$ cat config.mk
export PLATFORM = sky130hd
export DESIGN_NAME = rssa_core
export DESIGN_NICKNAME = d
export VERILOG_FILES = /design/src/rssa_pkg.sv /design/src/rssa_core.sv
export SDC_FILE = /design/constraint.sdc
export NUM_CORES = 1
export LEC_CHECK = 0
export BUFFER_PORTS_ARGS = -buffer_cell sky130_fd_sc_hd__buf_4
export CAP_MARGIN = 30
export CORE_UTILIZATION = 50
export CTS_CLUSTER_DIAMETER = 100
export DETAILED_ROUTE_END_ITERATION = 12
export GPL_TIMING_DRIVEN = 0
export PLACE_DENSITY = 0.82
export SLEW_MARGIN = 20
export SYNTH_ARGS = -nofsm -noshare
export SYNTH_HDL_FRONTEND = slang
export SYNTH_SLANG_ARGS = --single-unit
$ cat constraint.sdc
create_clock -name clk_sys_in -period 5.51 [get_ports clk_sys_in]
set_input_delay 0.2755 -clock clk_sys_in [delete_from_list [all_inputs] [get_ports clk_sys_in]]
set_output_delay 0.2755 -clock clk_sys_in [all_outputs]
set_load 0.01 [all_outputs]
$ cat src/rssa_pkg.sv
// package: constants and types for the rotate, subtract and skip datapath
// -----------------------------------------------------------------------
package rssa_pkg;

  // -----------------------------------------------------------------------
  // widths
  // -----------------------------------------------------------------------
  localparam int DATA_W = 8;
  localparam int ADDR_W = 8;
  localparam int BSEL_W = 3;
  localparam int FLAG_W = 4;

  // -----------------------------------------------------------------------
  // register map and field positions
  // -----------------------------------------------------------------------
  localparam logic [7:0] REG_WREG_OFS = 8'h00;
  localparam logic [7:0] REG_FLAGS_OFS = 8'h04;
  localparam logic [7:0] REG_STATUS_OFS = 8'h08;
  localparam int FLG_BINV = 0;
  localparam int FLG_HALF = 1;
  localparam int FLG_ZERO = 2;
  localparam int FLG_WRAP = 3;
  localparam int STAT_BUSY = 0;
  localparam int STAT_SKIP = 1;

  // -----------------------------------------------------------------------
  // reset values and data constants
  // -----------------------------------------------------------------------
  localparam logic [7:0] WREG_RST = 8'h00;
  localparam logic [3:0] FLAGS_RST = 4'h0;
  localparam logic [7:0] BYTE_ONES = 8'hff;
  localparam logic [7:0] BYTE_ONE = 8'h01;
  localparam logic [7:0] BYTE_ZERO = 8'h00;
  localparam int SKIP_OP_CYCLES = 2;

  // -----------------------------------------------------------------------
  // operations and sequencing states
  // -----------------------------------------------------------------------
  typedef enum logic [4:0] {
    op_none,
    op_rotate_left_thru_borrow_to_w,
    op_rotate_right,
    op_rotate_right_to_w,
    op_rotate_right_thru_borrow,
    op_rotate_right_thru_borrow_to_w,
    op_minus_with_borrow,
    op_minus_with_borrow_to_mem,
    op_dec_skip_zero,
    op_dec_skip_zero_to_w,
    op_byte_set,
    op_bit_set,
    op_inc_skip_zero,
    op_inc_skip_zero_to_w,
    op_skip_bit_one,
    op_minus_mem_to_w,
    op_minus_mem_to_mem,
    op_minus_imm_to_w,
    op_nibble_exchange,
    op_nibble_exchange_to_w,
    op_test_skip_zero,
    op_move_skip_zero
  } rssa_op_t;

  typedef enum logic {
    st_idle,
    st_dummy
  } rssa_state_t;

endpackage

$ cat src/rssa_core.sv
// module: rotate, subtract and skip execution datapath with register port
//
// The address-and-strobe port and the register offsets were left to the implementer.
`timescale 1ns/10ps
module rssa_core (
  input wire logic clk_sys_in,
  input wire logic rstn_in,
  input wire logic op_valid_in,
  input wire rssa_pkg::rssa_op_t op_code_in,
  input wire logic [rssa_pkg::DATA_W-1:0] mem_data_in,
  input wire logic [rssa_pkg::DATA_W-1:0] imm_data_in,
  input wire logic [rssa_pkg::BSEL_W-1:0] bit_sel_in,
  input wire logic [rssa_pkg::ADDR_W-1:0] reg_addr_in,
  input wire logic [rssa_pkg::DATA_W-1:0] reg_wdata_in,
  input wire logic reg_wr_in,
  input wire logic reg_rd_in,
  output logic [rssa_pkg::DATA_W-1:0] reg_rdata_out,
  output logic [rssa_pkg::DATA_W-1:0] wreg_out,
  output logic [rssa_pkg::DATA_W-1:0] mem_wdata_out,
  output logic mem_we_out,
  output logic ready_out,
  output logic done_out,
  output logic skip_out,
  output logic borrow_inv_flag_out,
  output logic half_borrow_flag_out,
  output logic zero_flag_out,
  output logic signed_wrap_flag_out
);
  import rssa_pkg::*;

  // -----------------------------------------------------------------------
  // decode helpers
  // -----------------------------------------------------------------------
  function automatic logic rssa_is_skip(input rssa_op_t op);
    case (op)
      op_dec_skip_zero, op_dec_skip_zero_to_w, op_inc_skip_zero, op_inc_skip_zero_to_w,
      op_skip_bit_one, op_test_skip_zero, op_move_skip_zero: rssa_is_skip = 1'h1;
      default: rssa_is_skip = 1'h0;
    endcase
  endfunction

  function automatic logic rssa_is_sub(input rssa_op_t op);
    case (op)
      op_minus_with_borrow, op_minus_with_borrow_to_mem, op_minus_mem_to_w,
      op_minus_mem_to_mem, op_minus_imm_to_w: rssa_is_sub = 1'h1;
      default: rssa_is_sub = 1'h0;
    endcase
  endfunction

  // returns {wrap, zero, half_borrow, borrow_inv, result}
  function automatic logic [11:0] rssa_sub(input logic [7:0] a, input logic [7:0] b,
                                           input logic bin);
    logic [8:0] d;
    logic [4:0] hd;
    logic wrap;
    d = {1'h0, a} - {1'h0, b} - {8'h00, bin};
    hd = {1'h0, a[3:0]} - {1'h0, b[3:0]} - {4'h0, bin};
    wrap = (a[7] ^ b[7]) & (a[7] ^ d[7]);
    rssa_sub = {wrap, (d[7:0] == BYTE_ZERO), hd[4], ~d[8], d[7:0]};
  endfunction

  // -----------------------------------------------------------------------
  // state
  // -----------------------------------------------------------------------
  rssa_state_t state_r;
  logic [7:0] wreg_r;
  logic [3:0] flags_r;
  logic [7:0] rdata_r;
  logic [7:0] mem_wdata_r;
  logic mem_we_r;
  logic ready_r;
  logic done_r;
  logic skip_r;
  logic skip_pend_r;
  logic last_skip_r;

  logic take;
  logic [7:0] res_nxt;
  logic wr_w;
  logic wr_mem;
  logic upd_binv;
  logic binv_nxt;
  logic skip_nxt;
  logic [7:0] sub_opnd;
  logic sub_bin;
  logic [11:0] sub_all;
  logic [7:0] bit_mask;

  assign take = op_valid_in & (state_r == st_idle);
  assign bit_mask = BYTE_ONE << bit_sel_in;
  assign sub_opnd = (op_code_in == op_minus_imm_to_w) ? imm_data_in : mem_data_in;
  assign sub_bin = ((op_code_in == op_minus_with_borrow) ||
                    (op_code_in == op_minus_with_borrow_to_mem)) ? ~flags_r[FLG_BINV] : 1'h0;
  assign sub_all = rssa_sub(wreg_r, sub_opnd, sub_bin);

  // -----------------------------------------------------------------------
  // operation datapath
  // -----------------------------------------------------------------------
  always_comb begin
    res_nxt = mem_data_in;
    wr_w = 1'h0;
    wr_mem = 1'h0;
    upd_binv = 1'h0;
    binv_nxt = flags_r[FLG_BINV];
    skip_nxt = 1'h0;
    case (op_code_in)
      op_rotate_left_thru_borrow_to_w: begin
        res_nxt = {mem_data_in[6:0], flags_r[FLG_BINV]};
        wr_w = 1'h1;
        upd_binv = 1'h1;
        binv_nxt = mem_data_in[7];
      end
      op_rotate_right: begin
        res_nxt = {mem_data_in[0], mem_data_in[7:1]};
        wr_mem = 1'h1;
      end
      op_rotate_right_to_w: begin
        res_nxt = {mem_data_in[0], mem_data_in[7:1]};
        wr_w = 1'h1;
      end
      op_rotate_right_thru_borrow: begin
        res_nxt = {flags_r[FLG_BINV], mem_data_in[7:1]};
        wr_mem = 1'h1;
        upd_binv = 1'h1;
        binv_nxt = mem_data_in[0];
      end
      op_rotate_right_thru_borrow_to_w: begin
        res_nxt = {flags_r[FLG_BINV], mem_data_in[7:1]};
        wr_w = 1'h1;
        upd_binv = 1'h1;
        binv_nxt = mem_data_in[0];
      end
      op_minus_with_borrow, op_minus_mem_to_w, op_minus_imm_to_w: begin
        res_nxt = sub_all[7:0];
        wr_w = 1'h1;
      end
      op_minus_with_borrow_to_mem, op_minus_mem_to_mem: begin
        res_nxt = sub_all[7:0];
        wr_mem = 1'h1;
      end
      op_dec_skip_zero: begin
        res_nxt = mem_data_in - BYTE_ONE;
        wr_mem = 1'h1;
        skip_nxt = (mem_data_in == BYTE_ONE);
      end
      op_dec_skip_zero_to_w: begin
        res_nxt = mem_data_in - BYTE_ONE;
        wr_w = 1'h1;
        skip_nxt = (mem_data_in == BYTE_ONE);
      end
      op_byte_set: begin
        res_nxt = BYTE_ONES;
        wr_mem = 1'h1;
      end
      op_bit_set: begin
        res_nxt = mem_data_in | bit_mask;
        wr_mem = 1'h1;
      end
      op_inc_skip_zero: begin
        res_nxt = mem_data_in + BYTE_ONE;
        wr_mem = 1'h1;
        skip_nxt = (mem_data_in == BYTE_ONES);
      end
      op_inc_skip_zero_to_w: begin
        res_nxt = mem_data_in + BYTE_ONE;
        wr_w = 1'h1;
        skip_nxt = (mem_data_in == BYTE_ONES);
      end
      op_skip_bit_one: begin
        skip_nxt = |(mem_data_in & bit_mask);
      end
      op_nibble_exchange: begin
        res_nxt = {mem_data_in[3:0], mem_data_in[7:4]};
        wr_mem = 1'h1;
      end
      op_nibble_exchange_to_w: begin
        res_nxt = {mem_data_in[3:0], mem_data_in[7:4]};
        wr_w = 1'h1;
      end
      op_test_skip_zero: begin
        wr_mem = 1'h1;
        skip_nxt = (mem_data_in == BYTE_ZERO);
      end
      op_move_skip_zero: begin
        wr_w = 1'h1;
        skip_nxt = (mem_data_in == BYTE_ZERO);
      end
      default: res_nxt = mem_data_in;
    endcase
  end

  // -----------------------------------------------------------------------
  // sequencing: skip operations hold a dummy cycle
  // -----------------------------------------------------------------------
  always_ff @(posedge clk_sys_in or negedge rstn_in) begin
    if (!rstn_in) begin
      state_r <= st_idle;
      ready_r <= 1'h0;
      done_r <= 1'h0;
      skip_r <= 1'h0;
      skip_pend_r <= 1'h0;
    end else begin
      done_r <= 1'h0;
      skip_r <= 1'h0;
      ready_r <= 1'h1;
      case (state_r)
        st_idle: begin
          if (take && rssa_is_skip(op_code_in)) begin
            state_r <= st_dummy;
            ready_r <= 1'h0;
            skip_pend_r <= skip_nxt;
          end else if (take && (op_code_in != op_none)) begin
            done_r <= 1'h1;
          end
        end
        st_dummy: begin
          state_r <= st_idle;
          done_r <= 1'h1;
          skip_r <= skip_pend_r;
        end
        default: state_r <= st_idle;
      endcase
    end
  end

  // -----------------------------------------------------------------------
  // working register: operation wins over a software write
  // -----------------------------------------------------------------------
  always_ff @(posedge clk_sys_in or negedge rstn_in) begin
    if (!rstn_in) begin
      wreg_r <= WREG_RST;
    end else if (take && wr_w) begin
      wreg_r <= res_nxt;
    end else if (reg_wr_in && (reg_addr_in == REG_WREG_OFS)) begin
      wreg_r <= reg_wdata_in;
    end
  end

  // -----------------------------------------------------------------------
  // flags: only subtracts, borrow rotates and a software write to the flags register touch them
  // -----------------------------------------------------------------------
  always_ff @(posedge clk_sys_in or negedge rstn_in) begin
    if (!rstn_in) begin
      flags_r <= FLAGS_RST;
    end else if (take && rssa_is_sub(op_code_in)) begin
      flags_r <= sub_all[11:8];
    end else if (take && upd_binv) begin
      flags_r[FLG_BINV] <= binv_nxt;
    end else if (reg_wr_in && (reg_addr_in == REG_FLAGS_OFS)) begin
      flags_r <= reg_wdata_in[3:0];
    end
  end

  // -----------------------------------------------------------------------
  // memory write-back, one cycle after the operation
  // -----------------------------------------------------------------------
  always_ff @(posedge clk_sys_in or negedge rstn_in) begin
    if (!rstn_in) begin
      mem_we_r <= 1'h0;
      mem_wdata_r <= BYTE_ZERO;
    end else begin
      mem_we_r <= take & wr_mem;
      if (take && wr_mem) begin
        mem_wdata_r <= res_nxt;
      end
    end
  end

  // -----------------------------------------------------------------------
  // register read port
  // -----------------------------------------------------------------------
  always_ff @(posedge clk_sys_in or negedge rstn_in) begin
    if (!rstn_in) begin
      last_skip_r <= 1'h0;
    end else if (state_r == st_dummy) begin
      last_skip_r <= skip_pend_r;
    end
  end

  always_ff @(posedge clk_sys_in or negedge rstn_in) begin
    if (!rstn_in) begin
      rdata_r <= BYTE_ZERO;
    end else if (reg_rd_in) begin
      case (reg_addr_in)
        REG_WREG_OFS: rdata_r <= wreg_r;
        REG_FLAGS_OFS: rdata_r <= {4'h0, flags_r};
        REG_STATUS_OFS: rdata_r <= {6'h00, last_skip_r, (state_r != st_idle)};
        default: rdata_r <= BYTE_ZERO;
      endcase
    end else begin
      rdata_r <= BYTE_ZERO;
    end
  end

  assign reg_rdata_out = rdata_r;
  assign wreg_out = wreg_r;
  assign mem_wdata_out = mem_wdata_r;
  assign mem_we_out = mem_we_r;
  assign ready_out = ready_r;
  assign done_out = done_r;
  assign skip_out = skip_r;
  assign borrow_inv_flag_out = flags_r[FLG_BINV];
  assign half_borrow_flag_out = flags_r[FLG_HALF];
  assign zero_flag_out = flags_r[FLG_ZERO];
  assign signed_wrap_flag_out = flags_r[FLG_WRAP];

  // -----------------------------------------------------------------------
  // checks
  // -----------------------------------------------------------------------
  logic [7:0] chk_mem_r;
  logic [7:0] chk_w_r;
  logic [7:0] chk_opnd_r;
  logic [3:0] chk_flags_r;
  logic chk_bin_r;
  rssa_op_t chk_op_r;

  always_ff @(posedge clk_sys_in or negedge rstn_in) begin
    if (!rstn_in) begin
      chk_mem_r <= BYTE_ZERO;
      chk_w_r <= BYTE_ZERO;
      chk_opnd_r <= BYTE_ZERO;
      chk_flags_r <= FLAGS_RST;
      chk_bin_r <= 1'h0;
      chk_op_r <= op_none;
    end else if (take) begin
      chk_mem_r <= mem_data_in;
      chk_w_r <= wreg_r;
      chk_opnd_r <= sub_opnd;
      chk_flags_r <= flags_r;
      chk_bin_r <= sub_bin;
      chk_op_r <= op_code_in;
    end
  end

  a_rot_left_w: assert property (@(posedge clk_sys_in) disable iff (!rstn_in)
    take && op_code_in == op_rotate_left_thru_borrow_to_w |=>
      wreg_r == {chk_mem_r[6:0], chk_flags_r[FLG_BINV]} &&
      flags_r[FLG_BINV] == chk_mem_r[7] && !mem_we_r)
    else $error("left rotate through borrow wrong");

  a_rot_right_plain: assert property (@(posedge clk_sys_in) disable iff (!rstn_in)
    take && (op_code_in == op_rotate_right || op_code_in == op_rotate_right_to_w) |=>
      flags_r == chk_flags_r && (mem_we_r ? mem_wdata_r : wreg_r) ==
      {chk_mem_r[0], chk_mem_r[7:1]} && (mem_we_r == (chk_op_r == op_rotate_right)))
    else $error("plain right rotate wrong");

  a_rot_right_borrow: assert property (@(posedge clk_sys_in) disable iff (!rstn_in)
    take && (op_code_in == op_rotate_right_thru_borrow ||
             op_code_in == op_rotate_right_thru_borrow_to_w) |=>
      (mem_we_r ? mem_wdata_r : wreg_r) == {chk_flags_r[FLG_BINV], chk_mem_r[7:1]} &&
      flags_r == {chk_flags_r[3:1], chk_mem_r[0]})
    else $error("right rotate through borrow wrong");

  a_sub_borrow_flag: assert property (@(posedge clk_sys_in) disable iff (!rstn_in)
    take && rssa_is_sub(op_code_in) |=>
      flags_r[FLG_BINV] == ({1'h0, chk_w_r} >= ({1'h0, chk_opnd_r} + {8'h00, chk_bin_r})))
    else $error("borrow flag wrong after subtract");

  a_sub_result: assert property (@(posedge clk_sys_in) disable iff (!rstn_in)
    take && rssa_is_sub(op_code_in) |=>
      (mem_we_r ? mem_wdata_r : wreg_r) == 8'(chk_w_r - chk_opnd_r - {7'h00, chk_bin_r}) &&
      flags_r[FLG_ZERO] == ((mem_we_r ? mem_wdata_r : wreg_r) == BYTE_ZERO))
    else $error("subtract result or zero flag wrong");

  a_skip_timing: assert property (@(posedge clk_sys_in) disable iff (!rstn_in)
    take && rssa_is_skip(op_code_in) |=> !ready_out && !done_out ##1 done_out && ready_out)
    else $error("skip operation not two cycles");
  a_single_cycle: assert property (@(posedge clk_sys_in) disable iff (!rstn_in)
    take && !rssa_is_skip(op_code_in) && op_code_in != op_none |=>
      done_out && ready_out && !skip_out)
    else $error("plain operation not one cycle");
  a_dec_skip: assert property (@(posedge clk_sys_in) disable iff (!rstn_in)
    take && (op_code_in == op_dec_skip_zero || op_code_in == op_dec_skip_zero_to_w) |=>
      (mem_we_r ? mem_wdata_r : wreg_r) == 8'(chk_mem_r - BYTE_ONE) &&
      flags_r == chk_flags_r ##1 skip_out == (chk_mem_r == BYTE_ONE))
    else $error("decrement skip wrong");
  a_inc_skip: assert property (@(posedge clk_sys_in) disable iff (!rstn_in)
    take && (op_code_in == op_inc_skip_zero || op_code_in == op_inc_skip_zero_to_w) |=>
      (mem_we_r ? mem_wdata_r : wreg_r) == 8'(chk_mem_r + BYTE_ONE) &&
      flags_r == chk_flags_r ##1 skip_out == (chk_mem_r == BYTE_ONES))
    else $error("increment skip wrong");
  a_set_ops: assert property (@(posedge clk_sys_in) disable iff (!rstn_in)
    take && (op_code_in == op_byte_set || op_code_in == op_bit_set) |=>
      mem_we_r && flags_r == chk_flags_r && mem_wdata_r == ((chk_op_r == op_byte_set) ?
      BYTE_ONES : (chk_mem_r | (BYTE_ONE << $past(bit_sel_in)))))
    else $error("set operation wrong");
  a_nibble_swap: assert property (@(posedge clk_sys_in) disable iff (!rstn_in)
    take && (op_code_in == op_nibble_exchange || op_code_in == op_nibble_exchange_to_w) |=>
      (mem_we_r ? mem_wdata_r : wreg_r) == {chk_mem_r[3:0], chk_mem_r[7:4]} &&
      flags_r == chk_flags_r)
    else $error("nibble exchange wrong");
  a_zero_skip: assert property (@(posedge clk_sys_in) disable iff (!rstn_in)
    take && (op_code_in == op_test_skip_zero || op_code_in == op_move_skip_zero) |=>
      (mem_we_r ? mem_wdata_r : wreg_r) == chk_mem_r ##1
      skip_out == (chk_mem_r == BYTE_ZERO))
    else $error("zero test skip wrong");

endmodule

# Yosys cells after proc, flatten, opt, wreduce, memory -nomap -nowiden
# Index checks and enable logic that the tools add are counted.
dict set report totals {
  inputBits 45
  regBits 35
}
dict set report classes {
  n_eq_ne 27
  shift 1
  bitwise_logic 10
  reduce_logical 31
  add_sub_neg 6
  n_mux 27
}
# op n
set ops {}
lappend ops {{$pmux 8 s9} 1}
lappend ops {{$eq 5x4->1 const B} 8}
lappend ops {{$mux 8} 4}
lappend ops {{$eq 5x5->1 const B} 6}
lappend ops {{$logic_not 8->1} 3}
lappend ops {{$pmux 8 s3} 1}
lappend ops {{$eq 5x3->1 const B} 4}
lappend ops {{$reduce_or 10->1} 2}
lappend ops {{$mux 1} 14}
lappend ops {{$reduce_or 2->1} 6}
lappend ops {{$eq 5x2->1 const B} 2}
lappend ops {{$sub 8x8->9} 1}
lappend ops {{$sub 9x1->9} 1}
lappend ops {{$add 8x1->8 const B} 1}
lappend ops {{$and 8x8->8} 1}
lappend ops {{$eq 8x1->1 const B} 1}
lappend ops {{$eq 8x3->1 const B} 1}
lappend ops {{$eq 8x4->1 const B} 1}
lappend ops {{$eq 8x8->1 const B} 1}
lappend ops {{$logic_and 1x1->1} 8}
lappend ops {{$mux 4} 2}
lappend ops {{$or 8x8->8} 1}
lappend ops {{$reduce_or 8->1} 1}
lappend ops {{$shl 1x3->8 const A} 1}
lappend ops {{20 further kinds} 30}

# Longest topological paths before layout
dict set report logic_depth {
  depth_word 7
  mapped_depth 14
  mapped_depth_nobuf 12
}

# Least setup slack after synthesis
# Ideal clock, no wire load.
dict set report synth_path {
  path_type {in2reg}
  from {input op_code_in[3]}
  to {register flags_r[3]}
  cell_stages 13
  arrival_time_ps 3085
  setup_ps 120
  slack_ps 2305
  path_cell_list {buf_4 > and2b_1 > nand3_1 > mux2_2 > fa_1 > inv_1 > ha_1 > o21ai_0 > a21boi_0 > o21ai_0 > xor2_1 > xnor2_1 > a31o_2}
}
dict set report synth_between {
  elab_chain_len 7
  word_cells_on_any_way 26
  cone_classes {add/sub: 2; eq/ne: 9; mux: 5; bitwise: 3; reduce/logical: 7}
}
# element line_no
set synth_lines {}
lappend synth_lines {{start: declaration} rssa_core.sv:9} ;# input wire rssa_pkg::rssa_op_t op_code_in,
lappend synth_lines {{$eq 5x5->1, or another cell as far along} {rssa_core.sv:43, rssa_core.sv:91}}
lappend synth_lines {{$mux 8 or $logic_or 1x1->1 (tied branches)} {rssa_core.sv:91, rssa_core.sv:92}}
lappend synth_lines {{$sub 8x8->9 or $mux 1 (tied branches)} {rssa_core.sv:56, rssa_core.sv:93}}
lappend synth_lines {{$sub 9x1->9} rssa_core.sv:56} ;# d = {1'h0, a} - {1'h0, b} - {8'h00, bin};
lappend synth_lines {{$xor 1x1->1} rssa_core.sv:58} ;# wrap = (a[7] ^ b[7]) & (a[7] ^ d[7]);
lappend synth_lines {{$and 1x1->1} rssa_core.sv:58}
lappend synth_lines {{$mux 4} rssa_core.sv:245} ;# end else if (take && rssa_is_sub(op_code_in)) begin
lappend synth_lines {{end signal: assignment} rssa_core.sv:246} ;# flags_r <= sub_all[11:8];
lappend synth_lines {{end signal: indexed assignment} rssa_core.sv:248} ;# flags_r[FLG_BINV] <= binv_nxt;
lappend synth_lines {{end signal: assignment} rssa_core.sv:250} ;# flags_r <= reg_wdata_in[3:0];
lappend synth_lines {{end: declaration} rssa_core.sv:67} ;# logic [3:0] flags_r;
# Several ways; a longest one is shown, not always the timed one.
# A chain may end at the register's enable or synchronous reset.

# Final worst setup path
dict set report layout_path {
  from {input op_code_in[3]}
  to {register wreg_r[7], in the netlist wreg_out[7]}
}
dict set report layout_between {
  elab_chain_len 6
  word_cells_on_any_way 36
  cone_classes {add/sub: 2; eq/ne: 19; mux: 5; reduce/logical: 10}
}
# element line_no
set layout_lines {}
lappend layout_lines {{$eq 5x5->1, or another cell as far along} {rssa_core.sv:91, rssa_core.sv:106}}
lappend layout_lines {{$mux 8 or $logic_or 1x1->1 (tied branches)} {rssa_core.sv:91, rssa_core.sv:92}}
lappend layout_lines {{$sub 8x8->9 or $mux 1 (tied branches)} {rssa_core.sv:56, rssa_core.sv:93}}
lappend layout_lines {{$sub 9x1->9} rssa_core.sv:56}
lappend layout_lines {{$pmux 8 s9} rssa_core.sv:106} ;# case (op_code_in)
lappend layout_lines {{$mux 8} rssa_core.sv:232} ;# end else if (take && wr_w) begin
lappend layout_lines {{end signal: assignment} rssa_core.sv:233} ;# wreg_r <= res_nxt;
lappend layout_lines {{end signal: assignment} rssa_core.sv:235} ;# wreg_r <= reg_wdata_in;
lappend layout_lines {{end: declaration} rssa_core.sv:66} ;# logic [7:0] wreg_r;
# Several ways; a longest one is shown, not always the timed one.

==> impl_metrics.json <==
{
  "critical_path.cell_chain": "buf_4 -> buf_4 -> and2b_1 -> nand3_1 -> mux2_2 -> fa_1 -> inv_1 -> ha_1 -> o21ai_0 -> a21boi_0 -> o21ai_0 -> xor2_1 -> or2_2 -> a31oi_1",
  "cts-htree-levels": 2,
  "end_kind": "register",
  "first_global_vias": 3425,
  "drv_slew": 0,
  "floorplan.die.width_um": 86.17,
  "critical_path.max_stage_delay_ns": 0.54,
  "synth.lib_cells_used.distinct": 82,
  "period_minus_ws_final_ns": 3.815,
  "gp_weighted_congestion": 0.9587,
  "synth-seq-cells": 35,
  "num_rows": 30,
  "count_of_flip_flops_with_a_built_in_enable_after_synthesis": 0,
  "drt-total-wl_um": 11370,
  "syn2layout_area_growth_pct": 21.83,
  "result_of_the_run": "finished clean",
  "async_flop_share_pct": 100.0,
  "tritoncts": "yes",
  "clock_buffer_depth": 2,
  "finalSetupViolCount": 0,
  "synth_seq_area_share_pct": 24.73,
  "placement.setup.worst_slack_ns": 1.488,
  "ctsRootBufferMaster": "clkbuf_8",
  "route.detailed.drc": 0,
  "grt.overflow.total": 0,
  "netlist_instances": 422,
  "power.density_cell_area_nw_per_um2": 269.5,
  "maximum_number_of_pins_on_one_net_before_global_route_repair": 36,
  "synth_area_per_cell_um2": 8.394,
  "initial_core_util_pct": 51.85,
  "post-route-cell-area_um2": 4315,
  "ys_top_cells_by_count": "dfrtp_1 (35), nor2_1 (35), inv_1 (29), nand2_1 (29), a21oi_1 (24)",
  "die_area_um2": 7425,
  "synth_top_area_share_pct": 24.73,
  "vdd.ir_drop.worst_mv": 0.1341,
  "final_nets": 569,
  "leakagePower_nw": 1.929,
  "grt_antenna_before_repair": 0,
  "clkTransAtPathRegs_ns": 0.07,
  "rsz_0062_raised_after_global_routing": "no",
  "min_path_type": "in -> reg",
  "worst-path-max-fanout": 10,
  "core_area_um2": 6832,
  "syn-cell-area_um2": 3542,
  "nature_of_the_critical_path_startpoint": "input port",
  "post_detailed_placement_cell_area_um2": 4218,
  "wl_per_cell_um": 18.95,
  "cap_violations": 0,
  "fin_tns_setup_ns": 0,
  "global_route.usage.total_pct": 30.90,
  "grt_first_pass_wirelength_um": 17800,
  "synthTopCellsByArea": "dfrtp_1 (25%), ha_1 (6.4%), mux2_2 (4.1%), nor2_1 (3.7%), mux2i_1 (3.7%)",
  "clock_latency_ns": 0.29,
  "boundaryPins": 77,
  "share_of_the_clock_period_used_by_the_worst_path_pct": 69.23,
  "worstMarginPinSlew_ns": 0.7370,
  "drtIter0Drc": 367,
  "cts_resized": 0,
  "slew_headroom_pct": 50.74,
  "number_of_vias_per_cell_after_detailed_routing": 6.243,
  "die_y_um": 86.17,
  "cp_slowest_cell": "fa_1",
  "timing_worst_setup_path_type": "in -> reg",
  "worst_clock_skew_ns": 0.005474,
  "cp_data_required_time_ns": 5.70,
  "postLayoutSetupSlackWorst_ns": 1.695,
  "data_arrival_at_the_endpoint_of_the_critical_path_ns": 4.00,
  "detail-route-antenna-nets": 0,
  "cts_buffers": 5,
  "detailroute.via_count": 3746,
  "finalHoldViolCount": 0,
  "drt_first_pass_iters": 5,
  "final_layout_size_suffix_gt1_share_pct": 27.78,
  "synthFlopType": "dfrtp_1",
  "fin_total_pwr_mw": 1.163,
  "portBuffers": 74,
  "synthesis.nets": 487,
  "utilization_pct": 63.17,
  "clock_tree_sinks": 35,
  "yosys_warnings": 0,
  "num_antenna_cells": 0,
  "fmax_mhz": 262.2,
  "dp_hpwl_um": 8908,
  "yosys.area.top_type": "dfrtp_1"
}
## cell usage in the layout, fill, tap and decap left out, types with 10 or more instances in the layout
master,n
a21oi_1,24
buf_2,11
mux2_2,13
xor2_1,10
buf_4,77
inv_1,29
mux2i_1,13
nor3_1,11
clkbuf_1,11
ha_1,18
dfrtp_1,35
nor2_1,35
nand3_1,14
nand2_1,29
o21ai_0,16
## routing by layer
metal | routed length (µm) | global-route usage, %
met1 | 4995 | 43.67
met5 | 0 | 0
met3 | 913 | 2.476
met4 | 253 | 8.030
met2 | 5206 | 51.08
## through the flow
step                hold WS, ns  cells
global route             0.2407    600
detailed placement       0.2480    592
global placement         0.2379    592
floorplan              -0.02009    422
finish                   0.2429    600
CTS                      0.2427    600
## cells by family (layout without fill, tap and decap cells)
group,after synthesis,count (layout),share of synthesized area (%)
and+or+nand+nor,146,146,23.88
AOI/OAI and AO/OA,117,117,23.70
buffers and inverters,62,144,8.371
DFF,35,35,24.73
muxes,27,27,8.124
adders and majority gates,20,20,7.489
xor gates and xnor gates,15,15,3.709
## area by class of cell
class                   count  area, µm²
fillers                   607       2516
multi-input cells         325       2370
flip-flops and latches     35      875.8
repair buffers             75      565.5
plain buffers              31      180.2
well taps                  96      120.1
inverters                  31      116.4
clock buffers               6      82.58
clock inverters             1      5.005
## power by group
part / switching, mW / internal, mW / total, mW / leakage, nW
Combinational: 0.347 / 0.271 / 0.618 / 1.45
Clock: 0.0901 / 0.0980 / 0.188 / 0.0470
Sequential: 0.0507 / 0.306 / 0.357 / 0.434
Total: 0.488 / 0.675 / 1.16 / 1.93
## what timing repair did
| item | CTS | global route |
|---|---|---|
| setup buffers | 0 | 0 |
| hold buffers | 1 | 0 |
| endpoints found under the hold margin | 35 | 0 |
## sequential cells by signal, indices dropped and copies added, names as in the netlist, 4 cells and up
register	flops
flags_r	4
mem_wdata_out	8
reg_rdata_out	8
wreg_out	8
## critical path: cells and delay by family
kind                       cells  cell delay [ns]
xor gates and xnor gates       1             0.18
AOI/OAI and AO/OA              4             0.96
buffers and inverters          3             0.37
and+or+nand+nor                3             1.06
adders and majority gates      2             0.71
muxes                          1             0.43
## path summary, 6_finish.rpt
path	from	end	slack, ns	depth (start not counted)
max in group asynchronous	rstn_in	wreg_out[2]$_DFFE_PN0P_	4.74	2
min in group asynchronous	rstn_in	mem_wdata_out[6]$_DFFE_PN0P_	0.47	2
hold / removal	op_valid_in	done_out$_DFF_PN0_	0.24	2
setup / recovery	op_code_in[3]	wreg_out[7]$_DFFE_PN0P_	1.70	14
hold reg to reg	skip_pend_r$_DFFE_PN0P_	skip_pend_r$_DFFE_PN0P_	0.50	1
setup reg to reg	flags_r[0]$_DFFE_PN0P_	wreg_out[7]$_DFFE_PN0P_	2.57	10
(Power assumes the default switching activity.)
